**src/cmf_pkg.sv**
```systemverilog
package cmf_pkg;

	localparam int CLK_HZ          = 40_000_000;
	localparam int MAX_BITRATE_BPS = 1_000_000;
	localparam int MIN_BIT_CYCLES  = CLK_HZ / MAX_BITRATE_BPS;
	localparam int WAKE_FILTER_NS  = 1000;
	localparam int WAKE_FILTER_CYCLES = (WAKE_FILTER_NS * (CLK_HZ / 1_000_000) + 999) / 1000;

	localparam logic [7:0] BITCFG_MIN   = 8'(MIN_BIT_CYCLES - 1);
	localparam logic [7:0] BITCFG_RST   = 8'h27;
	localparam logic [5:0] WAKE_CNT_MAX = 6'(WAKE_FILTER_CYCLES);
	localparam logic [3:0] IDLE_BITS    = 4'hB;
	localparam logic [3:0] DLC_MAX      = 4'h8;
	localparam logic [1:0] OVL_MAX      = 2'h2;
	localparam logic [1:0] RXM_ANY      = 2'h3;
	localparam logic       DOMINANT     = 1'h0;
	localparam logic       RECESSIVE    = 1'h1;

	// Operating mode codes
	localparam logic [2:0] MODE_NORMAL   = 3'h0;
	localparam logic [2:0] MODE_DISABLE  = 3'h1;
	localparam logic [2:0] MODE_LOOPBACK = 3'h2;
	localparam logic [2:0] MODE_LISTEN   = 3'h3;
	localparam logic [2:0] MODE_INIT     = 3'h4;

	// Word addresses
	localparam logic [6:0] ADDR_CTRL   = 7'h00;
	localparam logic [6:0] ADDR_CFG1   = 7'h01;
	localparam logic [6:0] ADDR_CFG2   = 7'h02;
	localparam logic [6:0] ADDR_INTCFG = 7'h03;
	localparam logic [6:0] ADDR_STATUS = 7'h04;
	localparam logic [6:0] ADDR_RXCON0 = 7'h05;
	localparam logic [6:0] ADDR_TXCON0 = 7'h08;
	localparam logic [6:0] ADDR_FILT0  = 7'h10;
	localparam logic [6:0] ADDR_MASK0  = 7'h16;
	localparam logic [2:0] PAGE_TXMEM  = 3'h2;
	localparam logic [2:0] PAGE_RXMEM  = 3'h3;

	localparam int NUM_TX    = 3;
	localparam int NUM_RX    = 2;
	localparam int NUM_FILT  = 6;
	localparam int FILT_BUF0 = 2;

	// Field positions
	localparam int REQ_LSB    = 8;
	localparam int CUR_LSB    = 5;
	localparam int HI_LSB     = 11;
	localparam int WAKE_LINE_FILTER_ENABLE_BIT = 14;
	localparam int TRANSMIT_REQUEST_BIT_BIT  = 3;
	localparam int TRANSMIT_ABORTED_FLAG_BIT  = 6;
	localparam int RXM_LSB    = 5;
	localparam int RXFUL_BIT  = 7;
	localparam int IDE_BIT    = 30;
	localparam int RTR_BIT    = 29;
	localparam int TEC_LSB    = 8;
	localparam int REC_LSB    = 16;
	localparam int ID_W       = 29;
	localparam int EID_W      = 18;

endpackage

```
**src/cmf_accept_filter.sv**
```systemverilog
module cmf_accept_filter
	import cmf_pkg::*;
#(
	parameter int IW = ID_W,
	parameter int EW = EID_W
) (
	input  wire logic [IW-1:0] rxId,
	input  wire logic          rxIde,
	input  wire logic [31:0]   filtWord,
	input  wire logic [31:0]   maskWord,
	input  wire logic          ignoreIde,
	output logic               match
);

	logic [IW-1:0] cmpMask;

	always_comb begin
		// Standard frames compare only the base identifier bits
		cmpMask = rxIde ? {IW{1'b1}} : {{(IW-EW){1'b1}}, {EW{1'b0}}};
		match   = (ignoreIde || (filtWord[IDE_BIT] == rxIde))
			&& (((rxId ^ filtWord[IW-1:0]) & maskWord[IW-1:0] & cmpMask) == '0);
	end

endmodule

```
**src/cmf_mode_frame_ctrl.sv**
```systemverilog
module cmf_mode_frame_ctrl
	import cmf_pkg::*;
(
	input  wire logic         ref_clk,
	input  wire logic         rst_n,
	input  wire logic [6:0]   regAddr,
	input  wire logic [31:0]  regWrData,
	input  wire logic         regWrEn,
	input  wire logic         regRdEn,
	output logic      [31:0]  regRdData,
	input  wire logic         cpuSleep,
	input  wire logic         netRxLine,
	output logic              canTxOut,
	output logic              canTxOe,
	output logic              pinsOwned,
	output logic              bitTick,
	input  wire logic         engTxBit,
	output logic              engRxBit,
	input  wire logic         engSof,
	input  wire logic         engRxValid,
	input  wire logic         engRxErr,
	input  wire logic [28:0]  engRxId,
	input  wire logic         engRxIde,
	input  wire logic         engRxRtr,
	input  wire logic [3:0]   engRxDlc,
	input  wire logic [63:0]  engRxData,
	input  wire logic         engTxErr,
	input  wire logic         engTxBusy,
	input  wire logic         engTxDone,
	input  wire logic         engOverloadCond,
	output logic              txStart,
	output logic      [28:0]  txId,
	output logic              txIde,
	output logic              txRtr,
	output logic      [3:0]   txDlc,
	output logic      [63:0]  txData,
	output logic              ackEnable,
	output logic              errFlagEnable,
	output logic              errFrameReq,
	output logic              overloadReq,
	output logic              wakeFlag
);

	typedef struct packed {
		logic [2:0]             reqMode;
		logic [2:0]             curMode;
		logic [4:0]             ctrlHi;
		logic [7:0]             bitCfg;
		logic [31:0]            cfg2;
		logic [31:0]            intCfg;
		logic [5:0][31:0]       filt;
		logic [1:0][31:0]       mask;
		logic [2:0][1:0]        txPri;
		logic [2:0]             transmit_request_bit;
		logic [2:0]             transmit_aborted_flag;
		logic [1:0]             txSel;
		logic                   txActive;
		logic [2:0][3:0][31:0]  txMem;
		logic [1:0][3:0][31:0]  rxMem;
		logic [1:0][1:0]        rxMode;
		logic [1:0]             rxFull;
		logic [7:0]             tec;
		logic [7:0]             rec;
		logic [7:0]             bitCnt;
		logic [3:0]             idleCnt;
		logic                   holdOff;
		logic [5:0]             wakeCnt;
		logic                   wakeFlag;
		logic [1:0]             ovlCnt;
		logic [31:0]            rdData;
		logic                   canTxOut;
		logic                   canTxOe;
		logic                   pinsOwned;
		logic                   bitTick;
		logic                   engRxBit;
		logic                   txStart;
		logic [28:0]            txId;
		logic                   txIde;
		logic                   txRtr;
		logic [3:0]             txDlc;
		logic [63:0]            txData;
		logic                   ackEn;
		logic                   errFlagEn;
		logic                   errFrameReq;
		logic                   overloadReq;
	} cmf_state_t;

	cmf_state_t s_reg;
	cmf_state_t s_next;
	logic [NUM_FILT-1:0] filtHit;

	for (genvar i = 0; i < NUM_FILT; i++) begin : g_filt
		cmf_accept_filter #(
			.IW(ID_W),
			.EW(EID_W)
		) u_filt (
			.rxId      (engRxId),
			.rxIde     (engRxIde),
			.filtWord  (s_reg.filt[i]),
			.maskWord  (s_reg.mask[(i < FILT_BUF0) ? 0 : 1]),
			.ignoreIde (s_reg.rxMode[(i < FILT_BUF0) ? 0 : 1] != 2'h0),
			.match     (filtHit[i])
		);
	end

	always_comb begin
		logic       cfgOpen;
		logic       online;
		logic       txCapable;
		logic       busIdle;
		logic       filtOn;
		logic       wakeDom;
		logic       rxEff;
		logic [7:0] bitLimit;
		logic [1:0] best;
		logic       found;
		logic [1:0] bufIdx;
		logic [1:0] wordIdx;
		logic [1:0] hit;
		logic       stored;
		logic [31:0] rd;
		cfgOpen   = 1'b0;
		online    = 1'b0;
		txCapable = 1'b0;
		busIdle   = 1'b0;
		filtOn    = 1'b0;
		wakeDom   = 1'b0;
		rxEff     = RECESSIVE;
		bitLimit  = '0;
		best      = '0;
		found     = 1'b0;
		bufIdx    = regAddr[3:2];
		wordIdx   = regAddr[1:0];
		hit       = '0;
		stored    = 1'b0;
		rd        = '0;

		s_next             = s_reg;
		s_next.txStart     = 1'b0;
		s_next.errFrameReq = 1'b0;
		s_next.overloadReq = 1'b0;
		s_next.bitTick     = 1'b0;

		cfgOpen   = (s_reg.curMode == MODE_INIT);
		online    = (s_reg.curMode != MODE_INIT) && (s_reg.curMode != MODE_DISABLE);
		txCapable = (s_reg.curMode == MODE_NORMAL) || (s_reg.curMode == MODE_LOOPBACK);
		busIdle   = (s_reg.idleCnt == IDLE_BITS);

		// Register writes; hardware events below take precedence
		if (regWrEn) begin
			if (regAddr == ADDR_CTRL) begin
				s_next.reqMode = regWrData[REQ_LSB +: 3];
				if (cfgOpen)
					s_next.ctrlHi = regWrData[HI_LSB +: 5];
			end
			if (cfgOpen) begin
				if (regAddr == ADDR_CFG1)
					s_next.bitCfg = regWrData[7:0];
				if (regAddr == ADDR_CFG2)
					s_next.cfg2 = regWrData;
				if (regAddr == ADDR_INTCFG)
					s_next.intCfg = regWrData;
				for (int i = 0; i < NUM_FILT; i++) begin
					if (regAddr == ADDR_FILT0 + 7'(i))
						s_next.filt[i] = regWrData;
				end
				for (int i = 0; i < NUM_RX; i++) begin
					if (regAddr == ADDR_MASK0 + 7'(i))
						s_next.mask[i] = regWrData;
				end
			end
			if (regAddr == ADDR_STATUS && regWrData[0])
				s_next.wakeFlag = 1'b0;
			for (int i = 0; i < NUM_RX; i++) begin
				if (regAddr == ADDR_RXCON0 + 7'(i)) begin
					s_next.rxMode[i] = regWrData[RXM_LSB +: 2];
					if (!regWrData[RXFUL_BIT])
						s_next.rxFull[i] = 1'b0;
				end
			end
			for (int i = 0; i < NUM_TX; i++) begin
				if (regAddr == ADDR_TXCON0 + 7'(i)) begin
					s_next.txPri[i] = regWrData[1:0];
					if (regWrData[TRANSMIT_REQUEST_BIT_BIT]) begin
						s_next.transmit_request_bit[i] = 1'b1;
						s_next.transmit_aborted_flag[i] = 1'b0;
					end else if (s_reg.transmit_request_bit[i] && !(s_reg.txActive && s_reg.txSel == 2'(i))) begin
						// A frame already on the wire cannot be pulled back
						s_next.transmit_request_bit[i] = 1'b0;
						s_next.transmit_aborted_flag[i] = 1'b1;
					end
				end
			end
			if (regAddr[6:4] == PAGE_TXMEM && bufIdx < 2'(NUM_TX))
				s_next.txMem[bufIdx][wordIdx] = regWrData;
		end

		// Reads: data stands in the following cycle only
		if (regRdEn) begin
			case (regAddr)
				ADDR_CTRL:   rd = 32'({s_reg.ctrlHi, s_reg.reqMode, s_reg.curMode} << CUR_LSB);
				ADDR_CFG1:   rd = {24'h000000, s_reg.bitCfg};
				ADDR_CFG2:   rd = s_reg.cfg2;
				ADDR_INTCFG: rd = s_reg.intCfg;
				ADDR_STATUS: rd = {8'h00, s_reg.rec, s_reg.tec, 7'h00, s_reg.wakeFlag};
				default: begin
					for (int i = 0; i < NUM_RX; i++) begin
						if (regAddr == ADDR_RXCON0 + 7'(i))
							rd = 32'({s_reg.rxFull[i], s_reg.rxMode[i]} << RXM_LSB);
						if (regAddr == ADDR_MASK0 + 7'(i))
							rd = s_reg.mask[i];
					end
					for (int i = 0; i < NUM_TX; i++) begin
						if (regAddr == ADDR_TXCON0 + 7'(i))
							rd = 32'({s_reg.transmit_aborted_flag[i], 2'h0, s_reg.transmit_request_bit[i], 1'b0, s_reg.txPri[i]});
					end
					for (int i = 0; i < NUM_FILT; i++) begin
						if (regAddr == ADDR_FILT0 + 7'(i))
							rd = s_reg.filt[i];
					end
					if (regAddr[6:4] == PAGE_TXMEM && bufIdx < 2'(NUM_TX))
						rd = s_reg.txMem[bufIdx][wordIdx];
					if (regAddr[6:4] == PAGE_RXMEM && bufIdx < 2'(NUM_RX))
						rd = s_reg.rxMem[bufIdx][wordIdx];
				end
			endcase
		end
		s_next.rdData = rd;

		// Bit timing, clamped at the fastest legal rate
		bitLimit = (s_reg.bitCfg < BITCFG_MIN) ? BITCFG_MIN : s_reg.bitCfg;
		if (s_reg.bitCnt >= bitLimit) begin
			s_next.bitCnt  = '0;
			s_next.bitTick = 1'b1;
		end else begin
			s_next.bitCnt = s_reg.bitCnt + 8'h01;
		end

		// Idle detection on the line the engine really sees
		rxEff = (s_reg.curMode == MODE_LOOPBACK) ? engTxBit : netRxLine;
		if (s_reg.bitTick) begin
			if (rxEff == DOMINANT)
				s_next.idleCnt = '0;
			else if (!busIdle)
				s_next.idleCnt = s_reg.idleCnt + 4'h1;
		end

		// Mode change only from offline or on an idle bus with no send running
		if (s_reg.reqMode != s_reg.curMode && (!online || (busIdle && !engTxBusy && !s_reg.txActive))) begin
			s_next.curMode = s_reg.reqMode;
			if (s_reg.reqMode == MODE_NORMAL || s_reg.reqMode == MODE_LOOPBACK) begin
				s_next.holdOff = 1'b1;
				s_next.idleCnt = '0;
			end
		end
		if (s_reg.holdOff && busIdle)
			s_next.holdOff = 1'b0;

		// Disable during the start-up wait kills queued frames
		if (s_reg.holdOff && s_reg.reqMode == MODE_DISABLE) begin
			s_next.transmit_aborted_flag   = s_reg.transmit_aborted_flag | s_reg.transmit_request_bit;
			s_next.transmit_request_bit   = '0;
			s_next.holdOff = 1'b0;
		end

		// Wake detection; filter only while asleep or in disable mode, stops glitches waking us
		filtOn = s_reg.cfg2[WAKE_LINE_FILTER_ENABLE_BIT] && (cpuSleep || s_reg.curMode == MODE_DISABLE);
		if (netRxLine == DOMINANT)
			s_next.wakeCnt = (s_reg.wakeCnt == WAKE_CNT_MAX) ? s_reg.wakeCnt : s_reg.wakeCnt + 6'h01;
		else
			s_next.wakeCnt = '0;
		wakeDom = filtOn ? (s_reg.wakeCnt == WAKE_CNT_MAX) : (netRxLine == DOMINANT);
		if ((s_reg.curMode == MODE_DISABLE || cpuSleep) && wakeDom)
			s_next.wakeFlag = 1'b1;

		// Transmit arbitration: highest priority, lowest index on a tie
		for (int i = 0; i < NUM_TX; i++) begin
			if (s_reg.transmit_request_bit[i] && (!found || s_reg.txPri[i] > s_reg.txPri[best])) begin
				found = 1'b1;
				best  = 2'(i);
			end
		end
		if (engTxDone && s_reg.txActive) begin
			s_next.transmit_request_bit[s_reg.txSel] = 1'b0;
			s_next.txActive           = 1'b0;
		end else if (engTxErr && s_reg.txActive) begin
			s_next.txActive = 1'b0;
			if (s_reg.curMode != MODE_LISTEN)
				s_next.tec = s_reg.tec + 8'h01;
		end else if (txCapable && !s_reg.holdOff && busIdle && found && !engTxBusy && !s_reg.txActive
			&& s_reg.reqMode == s_reg.curMode) begin
			s_next.txActive = 1'b1;
			s_next.txSel    = best;
			s_next.txStart  = 1'b1;
			s_next.txIde    = s_reg.txMem[best][0][IDE_BIT];
			s_next.txRtr    = s_reg.txMem[best][0][RTR_BIT];
			// Base frames drop the extension bits
			s_next.txId     = s_reg.txMem[best][0][IDE_BIT] ? s_reg.txMem[best][0][ID_W-1:0]
				: {s_reg.txMem[best][0][ID_W-1:EID_W], {EID_W{1'b0}}};
			s_next.txDlc    = (s_reg.txMem[best][1][3:0] > DLC_MAX) ? DLC_MAX : s_reg.txMem[best][1][3:0];
			s_next.txData   = {s_reg.txMem[best][3], s_reg.txMem[best][2]};
		end

		// Reception; buffer 0 has priority over buffer 1
		hit[0] = (|filtHit[FILT_BUF0-1:0]) || (s_reg.rxMode[0] == RXM_ANY);
		hit[1] = (|filtHit[NUM_FILT-1:FILT_BUF0]) || (s_reg.rxMode[1] == RXM_ANY);
		if (online && (engRxValid || engRxErr)) begin
			for (int b = 0; b < NUM_RX; b++) begin
				if (!stored && hit[b] && !s_reg.rxFull[b] && (!engRxErr || s_reg.rxMode[b] == RXM_ANY)) begin
					stored             = 1'b1;
					s_next.rxFull[b]   = 1'b1;
					s_next.rxMem[b][0] = 32'({engRxIde, engRxRtr, engRxId});
					s_next.rxMem[b][1] = {28'h0000000, (engRxDlc > DLC_MAX) ? DLC_MAX : engRxDlc};
					s_next.rxMem[b][2] = engRxData[31:0];
					s_next.rxMem[b][3] = engRxData[63:32];
				end
			end
		end
		if (online && engRxValid && !engRxErr && engRxRtr) begin
			for (int i = 0; i < NUM_TX; i++) begin
				if (!s_reg.txMem[i][0][RTR_BIT] && s_reg.txMem[i][0][IDE_BIT] == engRxIde
					&& s_reg.txMem[i][0][ID_W-1:EID_W] == engRxId[ID_W-1:EID_W]
					&& (!engRxIde || s_reg.txMem[i][0][EID_W-1:0] == engRxId[EID_W-1:0])) begin
					s_next.transmit_request_bit[i] = 1'b1;
					s_next.transmit_aborted_flag[i] = 1'b0;
				end
			end
		end
		if (online && engRxErr && s_reg.curMode != MODE_LISTEN) begin
			s_next.errFrameReq = 1'b1;
			s_next.rec         = s_reg.rec + 8'h01;
		end

		// Overload: illegal dominant or no free receive buffer
		if (engSof)
			s_next.ovlCnt = '0;
		else if (online && s_reg.curMode != MODE_LISTEN && s_reg.ovlCnt < OVL_MAX
			&& (engOverloadCond || (engRxValid && (&s_reg.rxFull)))) begin
			s_next.overloadReq = 1'b1;
			s_next.ovlCnt      = s_reg.ovlCnt + 2'h1;
		end

		if (s_reg.curMode == MODE_INIT) begin
			s_next.tec = '0;
			s_next.rec = '0;
		end

		// Pin ownership and engine steering
		s_next.canTxOe   = (s_reg.curMode == MODE_NORMAL);
		s_next.canTxOut  = (s_reg.curMode == MODE_NORMAL) ? engTxBit : RECESSIVE;
		s_next.pinsOwned = (s_reg.curMode == MODE_NORMAL) || (s_reg.curMode == MODE_LISTEN);
		s_next.engRxBit  = online ? rxEff : RECESSIVE;
		s_next.ackEn     = txCapable;
		s_next.errFlagEn = txCapable;
	end

	always_ff @(posedge ref_clk or negedge rst_n) begin
		if (!rst_n) begin
			s_reg          <= '0;
			s_reg.reqMode  <= MODE_INIT;
			s_reg.curMode  <= MODE_INIT;
			s_reg.bitCfg   <= BITCFG_RST;
			s_reg.canTxOut <= RECESSIVE;
			s_reg.engRxBit <= RECESSIVE;
		end else begin
			s_reg <= s_next;
		end
	end

	assign regRdData     = s_reg.rdData;
	assign canTxOut      = s_reg.canTxOut;
	assign canTxOe       = s_reg.canTxOe;
	assign pinsOwned     = s_reg.pinsOwned;
	assign bitTick       = s_reg.bitTick;
	assign engRxBit      = s_reg.engRxBit;
	assign txStart       = s_reg.txStart;
	assign txId          = s_reg.txId;
	assign txIde         = s_reg.txIde;
	assign txRtr         = s_reg.txRtr;
	assign txDlc         = s_reg.txDlc;
	assign txData        = s_reg.txData;
	assign ackEnable     = s_reg.ackEn;
	assign errFlagEnable = s_reg.errFlagEn;
	assign errFrameReq   = s_reg.errFrameReq;
	assign overloadReq   = s_reg.overloadReq;
	assign wakeFlag      = s_reg.wakeFlag;

endmodule

```
**config.mk**
```make
export PLATFORM = sky130hd
export DESIGN_NAME = cmf_mode_frame_ctrl
export DESIGN_NICKNAME = d
export VERILOG_FILES = /design/src/cmf_pkg.sv /design/src/cmf_accept_filter.sv /design/src/cmf_mode_frame_ctrl.sv
export SDC_FILE = /design/constraint.sdc
export NUM_CORES = 2
export LEC_CHECK = 0
export CORE_ASPECT_RATIO = 1.4
export CORE_MARGIN = 3
export CORE_UTILIZATION = 64
export DETAILED_ROUTE_END_ITERATION = 10
export DONT_BUFFER_PORTS = 1
export PLACE_DENSITY = 0.8
export SYNTH_ARGS = -nofsm -noshare
export SYNTH_HDL_FRONTEND = slang
export SYNTH_HIERARCHICAL = 1
export SYNTH_SLANG_ARGS = --single-unit
```
**constraint.sdc**
```tcl
create_clock -name ref_clk -period 5 [get_ports ref_clk]
set_input_delay 1 -clock ref_clk [delete_from_list [all_inputs] [get_ports ref_clk]]
set_output_delay 1 -clock ref_clk [all_outputs]
set_load 0.01 [all_outputs]
```
==> key figures <==
Placed design
  – Dpl hpwl: between 100 and 150 mm
  – Placed cell area: 57300 um2
  – Routability cong.: just over 1
  – DP Cell Count: approximately 5600
  – PortBufs: 0

Layout
  – P&R area growth vs syn: 6.05%
  – Most common cell after layout, fill and taps aside: dfrtp_1
  – Number of fill cells: 6481
  – Max reg flops: 979
  – Commonest cells after routing, fill and taps aside: dfrtp_1 (1112), mux2_2 (921), mux2i_1 (257)
  – Final Non-Filler Cells: roughly 5800
  – Final nets: ~4700
  – Multi-input logic area: 26900 um2
  – Core occupancy in the finished layout: 68.9%
  – Register area: 28000 um2
  – Design area: 61100 um2
  – Layout cells sized above 1: 29.6%

STA
  – Tmin final: 4.05 ns
  – Final period utilization: 81.1%
  – Final Hold Vio Count: 0
  – Max frequency: 247 MHz
  – Final setup violation count: 0
  – Setup TNS: 0 ns
  – Tightest Pin Transition: 1.73 ns
  – Clk_skew: 0.0305 ns
  – Max-slew violation count: 338
  – Slew headroom: -15.0%
  – RSZ-0062 raised after global routing: false

Logic synthesis
  – Unique masters post-synth: 91
  – Syn nets: 4952
  – Asr flop ratio synth: 100%
  – Seq cells post-synth: 1120
  – Mapped Avg Cell Area: 12.1 um2
  – Post-synth EDFFs: 0
  – Post-synthesis cell area: 57700 um2
  – Cells after Synth: ~4800
  – Sequential area share after synthesis: 48.6%
  – Syn. warnings: 6
  – Post-synth top flop: dfrtp_1

Setup path
  – CP Capture Type: asynchronous set/reset pin
  – CP dominant cell by count: buf_16
  – Setup Crit Path Kind: in2async
  – CP Data Arrival Time: approximately 4.7 ns
  – Crit start category: input port
  – Crit-path max FO: 340
  – Crit path largest cell delay: around 0.96 ns
  – Slowest CP cell: buf_16
  – Worst path cell trace: buf_16, buf_16, buf_16, buf_16
  – Critical Path RT: approximately 5.7 ns

Floorplan
  – Rows: between 100 and 150
  – Die width: 260 um
  – Core Area: roughly 89000 um2
  – Die Y: between 300 and 400 um
  – Initial Util: 64.9%
  – Die ar.: 93800 um2
  – # IOs: 294

Global route
  – Congestion Overflow GR: 0
  – First-pass GRT wire length: 273 mm
  – Pin count of the biggest net entering global routing: between 1000 and 1500
  – Antenna violations before repair: 10
  – Number of global-route vias before repair: 41200
  – GRT Total Usage: ~40%

Clock network
  – H-tree Lvls: 3
  – Clock-pin slew on the worst setup and hold paths: 0.06 ns
  – CTS tree: done
  – CTS Sinks: 1120
  – Maximum clock insertion buffer count: 3
  – CTS buffer count: 105
  – Root buffer cell: clkbuf_16
  – Post-CTS Setup Bufs: 0
  – Clock latency on the worst-skew pair: 0.72 ns

Route
  – Starting DRT DRC Count: 4547
  – First-pass DRT Iterations: 6
  – Post-Route WL: between 150 and 200 mm
  – Vias per inst: 7.05
  – Vias post-DR: 40600
  – Final ANT Viol Nets: 0
  – Drt drc: 0
  – Wire per inst: around 32 um

Power
  – LEAKAGE: 29.3 nW
  – PwrDens: 404 nW/um2
  – Worst IR Drop VDD: approximately 400 uV

Job
  – Maxcap violations: 0

Min path
  – Hold/Removal Path Class: in2reg

Outcome
  – Status: finished with violations
  – Failing checks: max-slew violations
## report_power, final
group	internal, mW	switching (mW)	leakage [nW]
registers	10.7	1.47	14.9
clock network	4.95	3.59	1.79
logic	2.17	1.87	12.6
total	17.8	6.93	29.3
## cell type report
cell class | instances | area share [%]
flip-flops and latches | 1120 | 45.9
multi-input cells | 3136 | 44.0
clock buffers | 150 | 5.04
well taps | 1179 | 2.41
repair buffers | 106 | 1.61
clock inverters | 42 | 0.943
inverters | 26 | 0.160
diodes | 1 | 0.00409
## per-stage QoR
step           hold slack (ns)  total power [mW]  setup slack, ns
4_1_cts                 0.0175              24.6             1.13
5_1_grt                  0.340              25.6            0.514
6_report                 0.352              24.7            0.947
3_3_place_gp             0.459              15.8            0.805
3_5_place_dp             0.476              16.1            0.813
2_1_floorplan            0.445              15.5             1.42
## cells in the mapped netlist, drive strengths merged, types with 5 or more instances
library cell	instances	area, um2
a221o	12	120
a21o	84	631
ha	18	225
a22o	24	210
inv	26	97.6
or2	7	46.3
o31ai	8	60.1
a32oi	5	43.8
o221ai	5	43.8
a21oi	142	711
a222oi	19	190
clkbuf	166	626
o211ai	43	323
mux2	992	11400
o22ai	32	200
mux4	21	473
nand2	204	768
nand2b	15	93.8
or3	6	42.5
mux2i	257	2570
nor3	17	116
o21ai	158	798
a22oi	87	653
buf	334	2110
a31oi	31	194
nor2	218	836
nand4	36	225
nor2b	13	81.3
a221oi	93	927
xor2	253	2220
nor4	23	144
dfstp	8	210
dfrtp	1112	27800
a211oi	128	991
and3	21	131
nand3	44	225
xnor2	47	419
o21a	7	52.6
## worst paths after layout
kind,from,endpoint,slack (ns),depth (start not counted)
max in group ref_clk,s_reg[835],txData[61],1.07,16
worst max-delay path,rst_n,txData[53],0.95,4
worst min-delay path,netRxLine,s_reg[145],0.35,1
worst min register to register,s_reg[346],s_reg[346],0.49,2
worst max register to register,s_reg[835],txData[61],1.07,16
min in group asynchronous,rst_n,s_reg[288],0.55,1
## critical path: cells and delay by family
family,cells,cell delay (ns)
buf+inv,4,2.99
## cells by family after synthesis
family                   after synthesis  synth area share, %
buffers and inverters                526                 4.92
adder cells (fa/ha/maj)               18                0.391
flip-flops                          1120                 48.6
multiplexers                        1270                 25.1
AO/OA/AOI/OAI                        920                 11.3
XOR/XNOR                             300                 4.57
AND/OR/NAND/NOR                      628                 5.12
## layer usage
metal | GRT usage (%) | share of wire (%) | wire [um]
met5 | 0 | 0.026 | 49
met3 | 8.04 | 9.2 | 17100
met1 | 49.5 | 37 | 67900
met2 | 60.7 | 45 | 84200
met4 | 28.1 | 8.6 | 16000
## repair_timing
action                    in CTS  in global routing
hold endpoints to repair       7                  0
hold buffers                   1                  0
resized for setup              0                  0
(Power assumes the default switching activity.)
